### src/shared/acc_regs.vh
// Purpose: register map and field positions of the comparator control block
// Assumes: 8-bit registers behind a plain strobe port
// Notes:   byte offsets as seen on the register port
`ifndef ACC_REGS_VH
`define ACC_REGS_VH
`define ACC_ADDR_W          8
`define ACC_OFS_CTRL_STAT   8'h50
`define ACC_OFS_CONV_B      8'h7b
`define ACC_OFS_PIN_DIS     8'h7f
`define ACC_OFS_IRQ_MASK    8'h80
`define ACC_CTRL_RESET      8'h00
`define ACC_CONV_B_RESET    8'h00
`define ACC_PIN_DIS_RESET   2'h0
`define ACC_CTRL_WMASK      8'hcf
`define ACC_CONV_B_WMASK    8'h47
`define ACC_PIN_DIS_WMASK   2'h3
`define ACC_SYNC_STAGES     2
`define ACC_PRIME_EDGES     3
`define ACC_BIT_POWER_OFF   7
`define ACC_BIT_BANDGAP     6
`define ACC_BIT_RESULT      5
`define ACC_BIT_FLAG        4
`define ACC_BIT_IRQ_EN      3
`define ACC_BIT_CAPTURE     2
`define ACC_BIT_MODE_HI     1
`define ACC_BIT_MODE_LO     0
`define ACC_BIT_MUX_EN      6
`define ACC_BIT_TRIG_HI     2
`define ACC_MODE_TOGGLE     2'h0
`define ACC_MODE_RESERVED   2'h1
`define ACC_MODE_FALL       2'h2
`define ACC_MODE_RISE       2'h3
`endif

### src/rtl/acc_control.v
// Purpose: control and status logic around an analog voltage comparator
// Assumes: all inputs synchronous to clk_in except cmp_raw_in
// Notes:   registers reached by a strobe port, read data one cycle later
`timescale 1ns/1ns
`include "acc_regs.vh"

module acc_control (
  // clock and reset
  input  wire       clk_in,
  input  wire       resetn_in,
  // register port
  input  wire [7:0] addr_in,
  input  wire [7:0] wdata_in,
  input  wire       wr_in,
  input  wire       rd_in,
  output reg  [7:0] rdata_out,
  // core context
  input  wire       global_irq_enable_in,
  input  wire       irq_ack_in,
  input  wire       converter_enable_in,
  input  wire       converter_power_reduce_in,
  input  wire [2:0] channel_select_in,
  // analog core
  input  wire       cmp_raw_in,
  output wire       cmp_power_off_out,
  output wire       cmp_pos_bandgap_out,
  output wire       cmp_neg_use_channel_out,
  output wire [2:0] cmp_neg_channel_out,
  // pins
  input  wire       cmp_pos_pin_in,
  input  wire       cmp_neg_pin_in,
  output wire       pos_pin_input_off_out,
  output wire       neg_pin_input_off_out,
  output wire       pos_pin_port_bit_out,
  output wire       neg_pin_port_bit_out,
  // timer and interrupt
  output wire       capture_trigger_out,
  output wire       capture_route_out,
  output wire       irq_out
);

  // register contents
  wire [7:0] ctrl_q;
  wire [7:0] conv_b_q;
  wire [1:0] pin_dis_q;
  wire [1:0] mode;

  // comparator level, its edges and the sticky flag
  wire       cmp_sync;
  wire       rise;
  wire       fall;
  wire       edge_hit;
  wire       flag_q;
  wire       flag_clear;
  reg  [7:0] rd_mux;

  // write decodes, one per register
  wire       wr_ctrl;
  wire       wr_conv;
  wire       wr_pin;

  assign wr_ctrl = wr_in && (addr_in == `ACC_OFS_CTRL_STAT);
  assign wr_conv = wr_in && (addr_in == `ACC_OFS_CONV_B);
  assign wr_pin  = wr_in && (addr_in == `ACC_OFS_PIN_DIS);
  assign mode    = ctrl_q[`ACC_BIT_MODE_HI:`ACC_BIT_MODE_LO];

  // control and status: result and flag bits are not stored here
  acc_field_reg #(
    .WIDTH     (8),
    .WMASK     (`ACC_CTRL_WMASK),
    .RESET_VAL (`ACC_CTRL_RESET)
  ) u_acc_field_reg_ctrl (
    .clk_in    (clk_in),
    .resetn_in (resetn_in),
    .wr_in     (wr_ctrl),
    .wdata_in  (wdata_in),
    .q_out     (ctrl_q)
  );

  // converter control b keeps only the mux enable and trigger bits
  acc_field_reg #(
    .WIDTH     (8),
    .WMASK     (`ACC_CONV_B_WMASK),
    .RESET_VAL (`ACC_CONV_B_RESET)
  ) u_acc_field_reg_conv_b (
    .clk_in    (clk_in),
    .resetn_in (resetn_in),
    .wr_in     (wr_conv),
    .wdata_in  (wdata_in),
    .q_out     (conv_b_q)
  );

  // pin input-off bits, one per comparator pin
  acc_field_reg #(
    .WIDTH     (2),
    .WMASK     (`ACC_PIN_DIS_WMASK),
    .RESET_VAL (`ACC_PIN_DIS_RESET)
  ) u_acc_field_reg_pin_dis (
    .clk_in    (clk_in),
    .resetn_in (resetn_in),
    .wr_in     (wr_pin),
    .wdata_in  (wdata_in[1:0]),
    .q_out     (pin_dis_q)
  );

  // raw level crosses into the clock domain
  acc_sync #(
    .STAGES    (`ACC_SYNC_STAGES)
  ) u_acc_sync (
    .clk_in    (clk_in),
    .resetn_in (resetn_in),
    .async_in  (cmp_raw_in),
    .sync_out  (cmp_sync)
  );

  // edges held off until the previous sample is a real one
  acc_edge_detect #(
    .PRIME     (`ACC_PRIME_EDGES)
  ) u_acc_edge_detect (
    .clk_in    (clk_in),
    .resetn_in (resetn_in),
    .level_in  (cmp_sync),
    .rise_out  (rise),
    .fall_out  (fall)
  );

  // mode picks which edges count
  acc_event_select u_acc_event_select (
    .mode_in   (mode),
    .rise_in   (rise),
    .fall_in   (fall),
    .hit_out   (edge_hit)
  );

  // vector taken or a written one clears; an edge in that cycle wins
  assign flag_clear = irq_ack_in
                      | (wr_ctrl & wdata_in[`ACC_BIT_FLAG]);

  acc_sticky_flag u_acc_sticky_flag (
    .clk_in    (clk_in),
    .resetn_in (resetn_in),
    .set_in    (edge_hit),
    .clear_in  (flag_clear),
    .flag_out  (flag_q)
  );

  // read path
  always @* begin
    case (addr_in)
      `ACC_OFS_CTRL_STAT: begin
        rd_mux = ctrl_q;
        rd_mux[`ACC_BIT_RESULT] = cmp_sync;
        rd_mux[`ACC_BIT_FLAG]   = flag_q;
      end
      `ACC_OFS_CONV_B: rd_mux = conv_b_q;
      `ACC_OFS_PIN_DIS: rd_mux = {6'h00, pin_dis_q};
      default: rd_mux = 8'h00;
    endcase
  end

  // read data stand one cycle after the strobe, zero otherwise
  always @(posedge clk_in or negedge resetn_in) begin
    if (!resetn_in) begin
      rdata_out <= 8'h00;
    end else if (rd_in) begin
      rdata_out <= rd_mux;
    end else begin
      rdata_out <= 8'h00;
    end
  end

  // analog core, pins and timer
  assign cmp_power_off_out   = ctrl_q[`ACC_BIT_POWER_OFF];
  assign cmp_pos_bandgap_out = ctrl_q[`ACC_BIT_BANDGAP];
  assign cmp_neg_use_channel_out = conv_b_q[`ACC_BIT_MUX_EN]
                                   & ~converter_enable_in
                                   & ~converter_power_reduce_in;
  assign cmp_neg_channel_out   = channel_select_in;
  assign pos_pin_input_off_out = pin_dis_q[0];
  assign neg_pin_input_off_out = pin_dis_q[1];
  assign pos_pin_port_bit_out  = cmp_pos_pin_in & ~pin_dis_q[0];
  assign neg_pin_port_bit_out  = cmp_neg_pin_in & ~pin_dis_q[1];
  assign capture_route_out   = ctrl_q[`ACC_BIT_CAPTURE];
  assign capture_trigger_out = cmp_sync & ctrl_q[`ACC_BIT_CAPTURE];
  assign irq_out = flag_q & ctrl_q[`ACC_BIT_IRQ_EN] & global_irq_enable_in;

endmodule // acc_control

// write-enabled register; bits outside the mask are never stored
module acc_field_reg #(
  parameter             WIDTH     = 8,
  parameter [WIDTH-1:0] WMASK     = {WIDTH{1'b1}},
  parameter [WIDTH-1:0] RESET_VAL = {WIDTH{1'b0}}
) (
  // clock and reset
  input  wire             clk_in,
  input  wire             resetn_in,
  // write port
  input  wire             wr_in,
  input  wire [WIDTH-1:0] wdata_in,
  // stored value
  output reg  [WIDTH-1:0] q_out
);

  always @(posedge clk_in or negedge resetn_in) begin
    if (!resetn_in) begin
      q_out <= RESET_VAL;
    end else if (wr_in) begin
      q_out <= wdata_in & WMASK;
    end
  end

endmodule // acc_field_reg

// level synchroniser; each stage reads only the stage before it
module acc_sync #(
  parameter STAGES = 2
) (
  // clock and reset
  input  wire clk_in,
  input  wire resetn_in,
  // level from another domain and its synchronised copy
  input  wire async_in,
  output wire sync_out
);

  reg [STAGES-1:0] chain_reg;

  always @(posedge clk_in or negedge resetn_in) begin
    if (!resetn_in) begin
      chain_reg <= {STAGES{1'b0}};
    end else begin
      chain_reg <= {chain_reg[STAGES-2:0], async_in};
    end
  end

  assign sync_out = chain_reg[STAGES-1];

endmodule // acc_sync

// edge finder on a synchronised level; samples taken before the chain
// has filled are not trusted, so no false edge follows reset
module acc_edge_detect #(
  parameter PRIME = 3
) (
  // clock and reset
  input  wire clk_in,
  input  wire resetn_in,
  // level and its edges
  input  wire level_in,
  output wire rise_out,
  output wire fall_out
);

  reg             prev_reg;
  reg [PRIME-1:0] prime_reg;
  wire            armed;

  always @(posedge clk_in or negedge resetn_in) begin
    if (!resetn_in) begin
      prev_reg  <= 1'b0;
      prime_reg <= {PRIME{1'b0}};
    end else begin
      prev_reg  <= level_in;
      prime_reg <= {prime_reg[PRIME-2:0], 1'b1};
    end
  end

  assign armed    = prime_reg[PRIME-1];
  assign rise_out =  level_in & ~prev_reg & armed;
  assign fall_out = ~level_in &  prev_reg & armed;

endmodule // acc_edge_detect

// picks which edges of the level raise the event
module acc_event_select (
  // chosen mode and the edges seen
  input  wire [1:0] mode_in,
  input  wire       rise_in,
  input  wire       fall_in,
  // event for the sticky flag
  output reg        hit_out
);

  always @* begin
    case (mode_in)
      `ACC_MODE_TOGGLE: hit_out = rise_in | fall_in;
      `ACC_MODE_FALL:   hit_out = fall_in;
      `ACC_MODE_RISE:   hit_out = rise_in;
      // reserved mode never flags
      default:          hit_out = 1'b0;
    endcase
  end

endmodule // acc_event_select

// sticky event flag: a set wins over a clear in the same cycle
module acc_sticky_flag (
  // clock and reset
  input  wire clk_in,
  input  wire resetn_in,
  // set and clear requests
  input  wire set_in,
  input  wire clear_in,
  // flag
  output wire flag_out
);

  reg flag_reg;
  reg flag_next;

  always @* begin
    flag_next = flag_reg;
    if (clear_in) begin
      flag_next = 1'b0;
    end
    if (set_in) begin
      flag_next = 1'b1;
    end
  end

  always @(posedge clk_in or negedge resetn_in) begin
    if (!resetn_in) begin
      flag_reg <= 1'b0;
    end else begin
      flag_reg <= flag_next;
    end
  end

  assign flag_out = flag_reg;

endmodule // acc_sticky_flag

### config.mk
export PLATFORM = sky130hd
export DESIGN_NAME = acc_control
export DESIGN_NICKNAME = d
export VERILOG_FILES = /design/src/rtl/acc_control.v
export VERILOG_INCLUDE_DIRS = /design/src /design/src/shared
export SDC_FILE = /design/constraint.sdc
export NUM_CORES = 1
export LEC_CHECK = 0
export BUFFER_PORTS_ARGS = -buffer_cell sky130_fd_sc_hd__buf_2
export CAP_MARGIN = 20
export CORE_ASPECT_RATIO = 0.9
export CORE_MARGIN = 8
export CORE_UTILIZATION = 49
export CTS_CLUSTER_DIAMETER = 200
export DETAILED_ROUTE_END_ITERATION = 16
export HOLD_SLACK_MARGIN = 0.02
export PLACE_DENSITY = 0.83
export SLEW_MARGIN = 20
export SYNTH_ARGS = -nofsm -noshare
export SYNTH_HDL_FRONTEND = slang
export SYNTH_SLANG_ARGS = --single-unit
### constraint.sdc
create_clock -name clk_in -period 2.2 [get_ports clk_in]
set_clock_uncertainty 0.2 [all_clocks]
set_input_delay 0.11 -clock clk_in [delete_from_list [all_inputs] [get_ports clk_in]]
set_output_delay 0.11 -clock clk_in [all_outputs]
set_load 0.01 [all_outputs]
; ---- Word level (Yosys, flattened, before mapping)
; Index checks and enable logic that the tools add are counted.
[op_classes]
mux = 5
n_reduce_logical = 5
bitwise_logic = 20
n_eq_ne = 5
[op_table]
columns = operator, count
row1 = 8-bit by 7-bit == test with 1-bit output (second input constant), 3
row2 = 8-bit one-hot mux with 3 select lines, 1
row3 = 1-bit bitwise AND, 12
row4 = 8-bit 2-to-1 mux, 1
row5 = 1-bit inverter, 6
row6 = 2-bit == test (second input constant), 2
row7 = 1-bit logical AND, 3
row8 = 1-bit one-hot mux with 3 select lines, 1
row9 = 2-bit zero test, 1
row10 = 1-bit 2-to-1 mux, 2
row11 = 1-bit OR, 2
row12 = 2-bit nonzero test, 1
[word_totals]
inputBits = 30
reg_bits = 27

; ---- Logic depth before layout (Yosys ltp)
; Gate-level depths: netlist (run 1).
[depth]
word_depth = 6
ltp_mapped = 4
ltp_nobuf = 3

; ---- Cells and area by module
; A second synthesis (run 1) with hierarchy kept.
[hier_totals]
cells_unflattened = 103
area_unflattened_um2 = 1313.8
[by_module_without_submodules]
columns = module, n_inst, seq_area_each_um2, area_each_um2, cells_each
row1 = acc_control, 1, 200.2, 559.3, 55
row2 = acc_field_reg (u_acc_field_reg_ctrl), 1, 150.1, 270.3, 16
row3 = acc_field_reg (u_acc_field_reg_conv_b), 1, 100.1, 178.9, 13
row4 = acc_edge_detect, 1, 100.1, 121.4, 7
row5 = acc_field_reg (u_acc_field_reg_pin_dis), 1, 50.0, 72.6, 4
row6 = acc_sync, 1, 50.0, 50.0, 2
row7 = acc_sticky_flag, 1, 25.0, 36.3, 3
row8 = acc_event_select, 1, 0.0, 25.0, 3

; ---- Worst setup path after synthesis (run 1)
; OpenSTA, ideal clock, no wires.
[synth_path]
kind = input-to-reg
startpoint = input addr_in[5]
endpoint = register u_acc_field_reg_conv_b.q_out[0]
setup_ns = 0.125
arrival_ns = 1.062
path_slack_ns = 0.813
stages = 4
t_required_ns = 1.875
path_cell_list = and4_1 -> clkbuf_1 -> and3b_1 -> mux2_2
[synth_via]
elab_chain_cells = 2
[synth_rtl]
columns = element, line_no
row1 = from (decl), acc_control.v:12  ; input wire [7:0] addr_in,
row2 = 8-bit by 7-bit == test with 1-bit output, -
row3 = 1-bit logical AND, acc_control.v:63  ; assign wr_conv = wr_in && (addr_in == `ACC_OFS_CONV_B);
row4 = to (signal assigned), acc_control.v:209  ; q_out <= wdata_in & WMASK;
row5 = to (decl), acc_control.v:202  ; output reg [WIDTH-1:0] q_out
; No other way between the ends.
; A chain may end at the register's enable or synchronous reset.

; ---- Worst setup path in the final report (run 1)
[layout_path]
startpoint = input addr_in[0]
endpoint = register rdata_out[4]
[layout_via]
elab_chain_cells = 3
word_cells_on_any_way = 5
cone_classes = eq/ne: 3 / mux: 2
[layout_rtl]
columns = element, line_no
row1 = 8-bit by 7-bit == test with 1-bit output, acc_control.v:149  ; case (addr_in)
row2 = 8-bit one-hot mux with 3 select lines (*), acc_control.v:149
row3 = 8-bit 2-to-1 mux (*), acc_control.v:165  ; end else if (rd_in) begin
row4 = to (signal assigned), acc_control.v:166  ; rdata_out <= rd_mux;
row5 = to (decl), acc_control.v:16  ; output reg [7:0] rdata_out,
; Every way passes the cells marked *; elsewhere a longest branch is shown, timed or not.

==> flow_metrics.py, run 1 <==
metrics = {
    "placed_design": {
        "place.gp.congestion": 0.8716,
        "dp_hpwl_um": 2003,
        "buffer_ports.inserted": 43,
        "placed_inst_area_um2": 1389,
    },
    "yosys": {
        "syn-num-nets": 117,
        "mappedNetlistArea_um2": 1171,
        "syn_avg_cell_area_um2": 13.46,
        "ys.flop_type": "dfrtp_1",
        "synth-edff-count": 0,
        "post_synth_inst_count": 87,
        "synth.yosys.warnings": 0,
        "yosysUniqueCellTypes": 27,
        "ys_seq_area_share_pct": 57.69,
        "synth_async_sr_flop_share_pct": 100.0,
        "synth_seq_cells": 27,
    },
    "sta": {
        "timing_hold_violations_final": 0,
        "timing.max_slew.rel_slack_pct": 61.18,
        "report.final.slew_viol_count": 0,
        "grt_setup_unrepaired": "no",
        "post-route-min-period_ns": 1.886,
        "layout_worst_path_cycle_share_pct": 85.71,
        "max_clock_freq_ghz": 0.5303,
        "finalSetupTns_ns": 0,
        "max_slew.worst_pin.slew_ns": 0.5823,
        "setup_viol": 0,
    },
    "routing": {
        "antenna_left": 0,
        "remaining_drc_errors": 0,
        "routed_wire_length_per_instance_um": 15.42,
        "drt_first_pass_iters": 4,
        "finalWirelength_um": 2652,
        "via_per_inst": 5.314,
        "total_number_of_vias": 914,
        "drt_iter0_drc": 18,
    },
    "power": {
        "power.density_nw_per_um2": 535.2,
        "total_power_w": 0.0008452,
        "ir_worst_vdd_mv": 0.4959,
        "p_leak_nw": 0.8035,
    },
    "global_routing": {
        "number_of_antenna_violations_at_the_first_check_in_global_routing": 0,
        "number_of_global_route_vias_before_repair": 1014,
        "first_pass_grt_wire_length_um": 4264,
        "grt_overflow_total": 0,
        "grt_start_max_net_pins": 28,
        "grt.total_usage_pct": 12.82,
    },
    "worst_setup_path": {
        "setup.worst_path.start_class": "primary input",
        "worst_path_dominant_cell_family": "simple AND/OR/NAND/NOR gates",
        "worstPathCellList": "dlygate4sd3_1 -> buf_2 -> nor4_4 -> nor3b_1 -> and2_1",
        "critPathCaptureType": "flip-flop",
        "critical_path.slowest_cell": "dlygate4sd3_1",
        "flop2flop_setup_slack_ns": 0.83,
        "critPathArrivalTime_ns": 1.95,
        "critPathBufInv": 2,
        "critical_path_class": "in2reg",
        "max_stage_delay_ns": 0.55,
        "worst-path-max-fanout": 8,
        "worst_ep_required_ns": 2.27,
    },
    "clock_network": {
        "clkSlewWorstSetupHoldPaths_ns": 0.13,
        "clk-insertion-delay-late_ns": 0.32,
        "root_buffer": "clkbuf_4",
        "cts_max_path_buffers": 2,
        "clock_tree_from_tritoncts": "done",
        "cts_num_sinks": 27,
        "cts-buffers-inserted": 3,
        "post_cts_buffers": 0,
        "level_count_of_the_clock_h_tree": 1,
    },
    "layout": {
        "largest_register_ff_count": 8,
        "drive_above_1_share_pct": 43.45,
        "reg_top3": "rdata_out: 8 flops, u_acc_field_reg_ctrl.q_out: 6 flops, u_acc_field_reg_conv_b.q_out: 4 flops",
        "register_bank_with_the_most_flops": "rdata_out",
        "final_area_um2": 1579,
        "finish.net_count": 176,
        "final-seq-area_um2": 675.6,
        "synthToLayoutAreaGrowth_pct": 34.83,
        "multi_input_comb_area_um2": 460.4,
        "count_of_filler_cells_inserted_in_the_layout": 155,
        "antenna_cells_inserted": 0,
    },
    "worst_hold_path": {
        "timing.hold.worst.class": "in2out",
    },
    "floorplan": {
        "fp.coreArea_um2": 2222,
        "boundaryPins": 51,
        "die_h_um": 62.38,
        "fp.dieArea_um2": 4213,
        "placement_rows": 16,
        "die_w_um": 67.53,
        "starting_density_pct": 52.70,
    },
    "run_status": {
        "result_of_the_run": "complete, no violations",
    },
    "run": {
        "maxCapViolations": 0,
    },
}
## kinds of logic (layout without fill, tap and decap cells)
family                    after synthesis  in the layout  synth area share, %
and+or+nand+nor                        30             30                19.77
DFF                                    27             27                57.69
muxes                                  14             14                13.46
AOI/OAI and AO/OA                       8              8                5.022
buffers and inverters                   6             64                2.990
other                                   1              1               0.3202
xor gates and xnor gates                1              1               0.7480
## cell type report
| cell class | instances | area share, % |
|---|---|---|
| clock buffer | 3 | 1.426 |
| inverter | 1 | 0.2377 |
| sequential | 27 | 42.79 |
| tap | 27 | 2.139 |
| clock inverter | 1 | 0.4754 |
| multi-input combinational | 54 | 29.16 |
| timing repair buffer | 59 | 23.77 |
## worst reg2reg max path: cells and delay by family (launching register included)
family / cells / cell delay (ns)
DFF: 1 / 0.44
AOI/OAI and AO/OA: 2 / 0.48
and+or+nand+nor: 1 / 0.15
## synthesized netlist by cell type (all sizes together) (2+ instances only)
cell type  instances  area, µm²
nand4              6      52.55
mux2              14      157.7
a211oi             4      30.03
dfrtp             27      675.7
and3b              2      17.52
buf                4      27.52
nand4b             3      26.28
nor2               2      7.510
nor3b              2      15.01
nand3              2      10.01
and2               5      31.28
nor2b              3      18.77
## path summary, 6_finish.rpt
| kind | cells after the start | endpoint | from |
|---|---|---|---|
| max in group asynchronous | 2 | u_acc_sticky_flag.flag_out$_DFFE_PN0P_ | resetn_in |
| worst max register to register | 3 | u_acc_sticky_flag.flag_out$_DFFE_PN0P_ | u_acc_sync.chain_reg[1]$_DFF_PN0_ |
| worst max-delay path | 5 | rdata_out[4]$_DFF_PN0_ | addr_in[0] |
| worst min-delay path | 0 | cmp_neg_channel_out[0] | channel_select_in[0] |
| worst min register to register | 0 | u_acc_edge_detect.prime_reg[1]$_DFF_PN0_ | u_acc_edge_detect.prime_reg[0]$_DFF_PN0_ |
| min in group asynchronous | 2 | u_acc_field_reg_ctrl.q_out[6]$_DFFE_PN0P_ | resetn_in |
## power breakdown
group	internal [W]	total, W	leakage [nW]	switching, W
Combinational	0.0000605	0.000110	0.431	0.0000499
Sequential	0.000515	0.000527	0.359	0.0000124
Clock	0.0000695	0.000208	0.0139	0.000138
Total	0.000645	0.000845	0.803	0.000200
## stage by stage
stage	hold WS [ns]	setup slack (ns)	utilization, %	instances
after detailed placement	-0.06136	0.5485	62.50	152
after floorplan	-0.3856	0.8132	-	87
final	0.02000	0.3143	71.06	172
after CTS	0.02012	0.3365	71.06	172
after global routing	0.02003	0.1918	71.06	172
after global placement	-0.07019	0.5839	62.50	152
## placed cells by master, fill, tap and decap left out, types with 3 or more instances in the layout
| cell type | synthesis | layout |
|---|---|---|
| a211oi_1 | 4 | 4 |
| and2_1 | 5 | 5 |
| buf_2 | 1 | 43 |
| clkbuf_4 | 0 | 3 |
| dfrtp_1 | 27 | 27 |
| dlygate4sd3_1 | 0 | 16 |
| mux2_2 | 14 | 14 |
| nand4_1 | 5 | 5 |
| nand4b_1 | 3 | 3 |
| nor2b_1 | 3 | 3 |
## metal layers
layer	track usage [%]	wire length, µm
met3	5.376	301
met5	0	0
met2	20.83	1250
met1	14.25	1068
met4	4.961	32
## what timing repair did
item                                    in CTS  in global routing
hold buffers                                16                  0
gates resized for setup                      0                  0
endpoints found under the setup margin       0                  0
hold endpoints to repair                    49                  0
Note: power is estimated with default switching activity, not from simulation.
==> run 2, diff against run 1 <==
Settings changed: CORE_UTILIZATION 49 to 41, PLACE_DENSITY 0.83 to 0.74.
Clock period 2.2 ns to 1.7 ns, I/O delays scaled along.
==> flow_metrics.py, run 2 (synthesis results as in run 1) <==
metrics = {
    "layout": {
        "count_of_filler_cells_inserted_in_the_layout": 223,
        "multi_input_comb_area_um2": 466.7,
        "register_bank_with_the_most_flops": "rdata_out",
        "reg_top3": "rdata_out: 8 flops, u_acc_field_reg_ctrl.q_out: 6 flops, u_acc_field_reg_conv_b.q_out: 4 flops",
        "synthToLayoutAreaGrowth_pct": 45.73,
        "postLayoutCoreUtil_pct": 62.63,
        "finish.cell_count_without_fillers": 197,
        "finish.net_count": 188,
        "mostFrequentLayoutCells": "43 x buf_2, 27 x dfrtp_1, 23 x dlygate4sd3_1, 14 x mux2_2",
        "drive_above_1_share_pct": 44.59,
        "final_area_um2": 1707,
        "antenna_cells_inserted": 0,
        "largest_register_ff_count": 8,
        "layout.cells.most_common": "buf_2",
        "final-seq-area_um2": 675.6,
    },
    "run": {
        "maxCapViolations": 0,
    },
    "worst_setup_path": {
        "critical_path.slowest_cell": "dlygate4sd3_1",
        "worst_ep_required_ns": 1.74,
        "critPathArrivalTime_ns": 1.69,
        "worstPathCellList": "buf_2 -> nor4_4 -> buf_4 -> nand4_1 -> dlygate4sd3_1 -> a211oi_2",
        "r2r_start": "u_acc_field_reg_ctrl.q_out[0]$_DFFE_PN0P_",
        "critPathCaptureType": "flip-flop",
        "max_stage_delay_ns": 0.60,
        "critical_path.reg2reg.endpoint": "rdata_out[0]$_DFF_PN0_",
        "flop2flop_setup_slack_ns": 0.08,
        "worst_path_dominant_cell_family": "buffers and inverters",
        "setup.worst_path.start_class": "primary input",
        "critPathBufInv": 3,
        "critical_path_class": "in2reg",
        "ff_to_ff_path_depth": 3,
        "worst-path-max-fanout": 6,
    },
    "clock_network": {
        "clkSlewWorstSetupHoldPaths_ns": 0.14,
        "cts-buffers-inserted": 3,
        "clk-insertion-delay-late_ns": 0.33,
        "level_count_of_the_clock_h_tree": 1,
        "cts_max_path_buffers": 2,
        "cts_num_sinks": 27,
        "clock_tree_from_tritoncts": "done",
        "root_buffer": "clkbuf_4",
    },
    "global_routing": {
        "grt_util_met2_pct": 19.71,
        "first_pass_grt_wire_length_um": 4733,
        "groute.layer.met1.usage_pct": 15.32,
        "grt.total_usage_pct": 12.52,
        "number_of_global_route_vias_before_repair": 1063,
        "number_of_antenna_violations_at_the_first_check_in_global_routing": 0,
        "grt_start_max_net_pins": 28,
        "grt-busiest-layer": "met2",
        "grt_overflow_total": 0,
        "globalRouteMet3Util_pct": 5.247,
    },
    "routing": {
        "remaining_drc_errors": 0,
        "drt_iter0_drc": 28,
        "via_per_inst": 4.954,
        "routed_wire_length_per_instance_um": 14.83,
        "drt_first_pass_iters": 4,
        "total_number_of_vias": 976,
        "antenna_left": 0,
        "finalWirelength_um": 2922,
    },
    "sta": {
        "max_clock_freq_ghz": 0.6067,
        "layout_worst_path_cycle_share_pct": 96.95,
        "timing_hold_violations_final": 0,
        "report.final.slew_viol_count": 0,
        "post-route-min-period_ns": 1.648,
        "setup_viol": 0,
        "max_slew.worst_pin.slew_ns": 0.5733,
        "timing.max_slew.rel_slack_pct": 61.78,
    },
    "power": {
        "p_leak_nw": 0.8635,
        "ir_worst_vdd_mv": 0.5048,
        "power.density_nw_per_um2": 654.4,
    },
    "worst_hold_path": {
        "timing.hold.worst.class": "in2async",
    },
    "floorplan": {
        "starting_density_pct": 42.98,
        "die_h_um": 66.70,
        "die_w_um": 72.34,
        "fp.coreArea_um2": 2725,
        "placement_rows": 18,
        "boundaryPins": 51,
        "fp.dieArea_um2": 4825,
    },
    "placed_design": {
        "place.gp.congestion": 0.8982,
        "dp_hpwl_um": 2036,
        "post-place-cells": 168,
        "placed_inst_area_um2": 1428,
        "buffer_ports.inserted": 43,
    },
    "run_status": {
        "result_of_the_run": "complete, no violations",
    },
}
==> run 2: worst register-to-register path: stages (launching register included) <==
cell and delay [ns]:
dfrtp_1 0.44, nand4_1 0.09, dlygate4sd3_1 0.60, a211oi_2 0.21
==> run 2: metal layers <==
metal / routed length [µm] / share of wire (%)
met3: 225 / 7.7
met1: 1347 / 46
met5: 0 / 0
met2: 1332 / 46
met4: 15 / 0.51
==> run 2: worst max path at each step <==
| stage | from | endpoint | slack, ns | cells past startpoint |
|---|---|---|---|---|
| after floorplan | addr_in[5] | u_acc_field_reg_conv_b.q_out[0]$_DFFE_PN0P_ | 0.34 | 4 |
| after global placement | addr_in[0] | rdata_out[5]$_DFF_PN0_ | 0.25 | 4 |
| after global routing | u_acc_field_reg_ctrl.q_out[0]$_DFFE_PN0P_ | rdata_out[0]$_DFF_PN0_ | -0.005 | 3 |
| final | addr_in[0] | rdata_out[0]$_DFF_PN0_ | 0.05 | 6 |
| after detailed placement | addr_in[7] | rdata_out[2]$_DFF_PN0_ | 0.20 | 5 |
| after CTS | u_acc_sticky_flag.flag_out$_DFFE_PN0P_ | u_acc_sticky_flag.flag_out$_DFFE_PN0P_ | 0.03 | 4 |
==> run 2: metrics by stage <==
step | total power, W | worst slack (ns) | hold slack [ns] | setup TNS, ns
2_1_floorplan | 0.0007485 | 0.3382 | -0.4106 | 0
3_3_place_gp | 0.0008088 | 0.2492 | -0.09027 | 0
3_5_place_dp | 0.0008140 | 0.2011 | -0.07866 | 0
4_1_cts | 0.001123 | 0.02644 | 0.03775 | 0
5_1_grt | 0.001170 | -0.005385 | 0.06972 | -0.005385
6_report | 0.001117 | 0.05187 | 0.06590 | 0
==> run 2: cell type report <==
class | instances | share of cell area, %
timing repair buffer | 71 | 28.30
inverter | 1 | 0.2199
multi-input combinational | 54 | 27.35
tap | 40 | 2.933
clock buffer | 3 | 1.320
clock inverter | 1 | 0.2933
sequential | 27 | 39.59
==> run 2: where the power goes <==
group	switching (W)	total (W)	internal, W
sequential	0.0000166	0.000683	0.000666
combinational	0.0000699	0.000160	0.0000899
clock	0.000186	0.000274	0.0000883
==> run 2: what timing repair did <==
| item | CTS | global route |
|---|---|---|
| endpoints found under the hold margin | 52 | 0 |
| hold buffers | 23 | 0 |
| gates resized for setup | 0 | 2 |
| buffers inserted | 0 | 2 |
| setup endpoints to repair | 0 | 4 |
==> run 3, diff against run 2 <==
Settings changed: CORE_UTILIZATION 41 to 49, PLACE_DENSITY 0.74 to 0.83.
Clock period 1.7 ns to 2 ns, I/O delays scaled along.
==> flow_metrics.py, run 3 (synthesis results as in run 1) <==
metrics = {
    "floorplan": {
        "boundaryPins": 51,
        "fp.coreArea_um2": 2222,
        "die_w_um": 67.53,
        "fp.dieArea_um2": 4213,
        "placement_rows": 16,
        "die_h_um": 62.38,
        "starting_density_pct": 52.70,
    },
    "power": {
        "p_leak_nw": 0.8202,
        "share_of_total_power_in_sequential_cells_pct": 61.2,
        "ir_worst_vdd_mv": 0.4707,
        "net_load_switching_power_w": 0.0002334,
        "power.switching_fraction_pct": 24.61,
        "total_power_w": 0.0009482,
        "power.combinational.fraction_pct": 13.7,
        "pwr-share-clk_pct": 25.1,
        "internal-power_w": 0.0007148,
        "power.density_nw_per_um2": 585.6,
    },
    "worst_setup_path": {
        "critPathCaptureType": "flip-flop",
        "worst-path-max-fanout": 8,
        "critical_path.slowest_cell": "dlygate4sd3_1",
        "worst_path_dominant_cell_family": "simple AND/OR/NAND/NOR gates",
        "worstPathCellList": "dlygate4sd3_1 -> buf_2 -> nor4_4 -> nor3b_1 -> and2_1",
        "worst_ep_required_ns": 2.08,
        "critPathBufInv": 2,
        "critPathArrivalTime_ns": 1.92,
        "max_stage_delay_ns": 0.54,
        "critical_path_class": "in2reg",
        "setup.worst_path.start_class": "primary input",
    },
    "global_routing": {
        "grt_start_max_net_pins": 28,
        "grt_overflow_total": 0,
        "first_pass_grt_wire_length_um": 4312,
        "grt.total_usage_pct": 13.06,
        "number_of_global_route_vias_before_repair": 972,
        "number_of_antenna_violations_at_the_first_check_in_global_routing": 0,
    },
    "sta": {
        "max_slew.worst_pin.slew_ns": 0.5940,
        "layout_worst_path_cycle_share_pct": 92.00,
        "report.final.slew_viol_count": 0,
        "post-route-min-period_ns": 1.840,
        "timing_hold_violations_final": 0,
        "finalSetupTns_ns": 0,
        "max_clock_freq_ghz": 0.5435,
        "grt_setup_unrepaired": "no",
        "setup_viol": 0,
        "timing.max_slew.rel_slack_pct": 60.40,
    },
    "clock_network": {
        "root_buffer": "clkbuf_4",
        "count_of_cells_resized_by_post_cts_repair": 0,
        "clkSlewWorstSetupHoldPaths_ns": 0.14,
        "clk-insertion-delay-late_ns": 0.33,
        "level_count_of_the_clock_h_tree": 1,
        "cts_num_sinks": 27,
        "cts-buffers-inserted": 3,
        "cts_max_path_buffers": 2,
        "post_cts_buffers": 0,
        "cts_hold_repair.buffers": 20,
        "clock_tree_from_tritoncts": "done",
    },
    "placed_design": {
        "place.gp.congestion": 0.8533,
        "post-place-cells": 152,
        "buffer_ports.inserted": 43,
        "dp_hpwl_um": 1961,
    },
    "routing": {
        "routed_wire_length_per_instance_um": 15.98,
        "remaining_drc_errors": 0,
        "via_per_inst": 5.347,
        "drt_first_pass_iters": 4,
        "finalWirelength_um": 2812,
        "drt_iter0_drc": 27,
        "antenna_left": 0,
        "total_number_of_vias": 941,
    },
    "layout": {
        "count_of_filler_cells_inserted_in_the_layout": 166,
        "reg_top3": "rdata_out: 8 flops, u_acc_field_reg_ctrl.q_out: 6 flops, u_acc_field_reg_conv_b.q_out: 4 flops",
        "largest_register_ff_count": 8,
        "drive_above_1_share_pct": 42.28,
        "finish.cell_count_without_fillers": 176,
        "final-seq-area_um2": 675.6,
        "antenna_cells_inserted": 0,
        "layout.cells.most_common": "buf_2",
        "multi_input_comb_area_um2": 460.4,
        "register_bank_with_the_most_flops": "rdata_out",
        "mostFrequentLayoutCells": "43 x buf_2, 27 x dfrtp_1, 20 x dlygate4sd3_1, 14 x mux2_2",
        "synthToLayoutAreaGrowth_pct": 38.25,
        "finish.net_count": 180,
    },
    "run_status": {
        "result_of_the_run": "complete, no violations",
    },
    "worst_hold_path": {
        "timing.hold.worst.class": "in2reg",
    },
    "run": {
        "maxCapViolations": 0,
    },
}
run 3: tightest hold or removal path: cells and delay by family:
kind                   cells  cell delay (ns)
and+or+nand+nor            2             0.24
AOI/OAI and AO/OA          1             0.10
buffers and inverters      1             0.09
run 3: cell type report:
class / instances / area share [%]
Clock buffer: 3 / 1.391
Clock inverter: 1 / 0.4637
Inverter: 1 / 0.2318
Multi-Input combinational cell: 54 / 28.44
Sequential cell: 27 / 41.73
Tap cell: 27 / 2.087
Timing Repair Buffer: 63 / 25.66
run 3: path summary, 6_finish.rpt:
path | slack [ns] | startpoint | cells after the start | end
worst max-delay path | 0.16 | addr_in[0] | 5 | rdata_out[4]$_DFF_PN0_
worst min register to register | 0.17 | u_acc_sync.chain_reg[0]$_DFF_PN0_ | 0 | u_acc_sync.chain_reg[1]$_DFF_PN0_
worst max register to register | 0.64 | u_acc_sync.chain_reg[1]$_DFF_PN0_ | 3 | u_acc_sticky_flag.flag_out$_DFFE_PN0P_
max in group asynchronous | 1.11 | resetn_in | 2 | rdata_out[7]$_DFF_PN0_
min in group asynchronous | 0.10 | resetn_in | 2 | u_acc_field_reg_conv_b.q_out[6]$_DFFE_PN0P_
worst min-delay path | 0.03 | irq_ack_in | 4 | u_acc_sticky_flag.flag_out$_DFFE_PN0P_
run 3: power by group through the flow:
stage               clock [W]  combinational [W]  sequential, W
global placement            0          0.0000948       0.000589
CTS                  0.000246           0.000130       0.000580
detailed placement          0          0.0000988       0.000590
floorplan                   0          0.0000471       0.000589
global route         0.000268           0.000142       0.000583
finish               0.000238           0.000130       0.000580
run 3: per-layer routing:
| metal | routed length (µm) | global-route usage, % | up-vias | part of all wire (%) |
|---|---|---|---|---|
| met4 | 33 | 3.916 | 0 | 1.2 |
| met5 | 0 | 0 | - | 0 |
| met3 | 346 | 5.376 | 7 | 12 |
| met1 | 1183 | 15.73 | 436 | 42 |
| met2 | 1249 | 20.47 | 55 | 44 |
| li1 | - | - | 443 | - |
run 3: through the flow:
step                      worst slack (ns)  utilization (%)  hold slack (ns)  instance area (µm²)
after floorplan                     0.6232                -          -0.3956                 1171
after global placement              0.3944            62.50         -0.08080                 1389
after detailed placement            0.3820            62.50         -0.06389                 1389
after CTS                           0.1559            72.86          0.02750                 1619
after global routing               0.05248            72.86          0.03399                 1619
final                               0.1601            72.86          0.03433                 1619
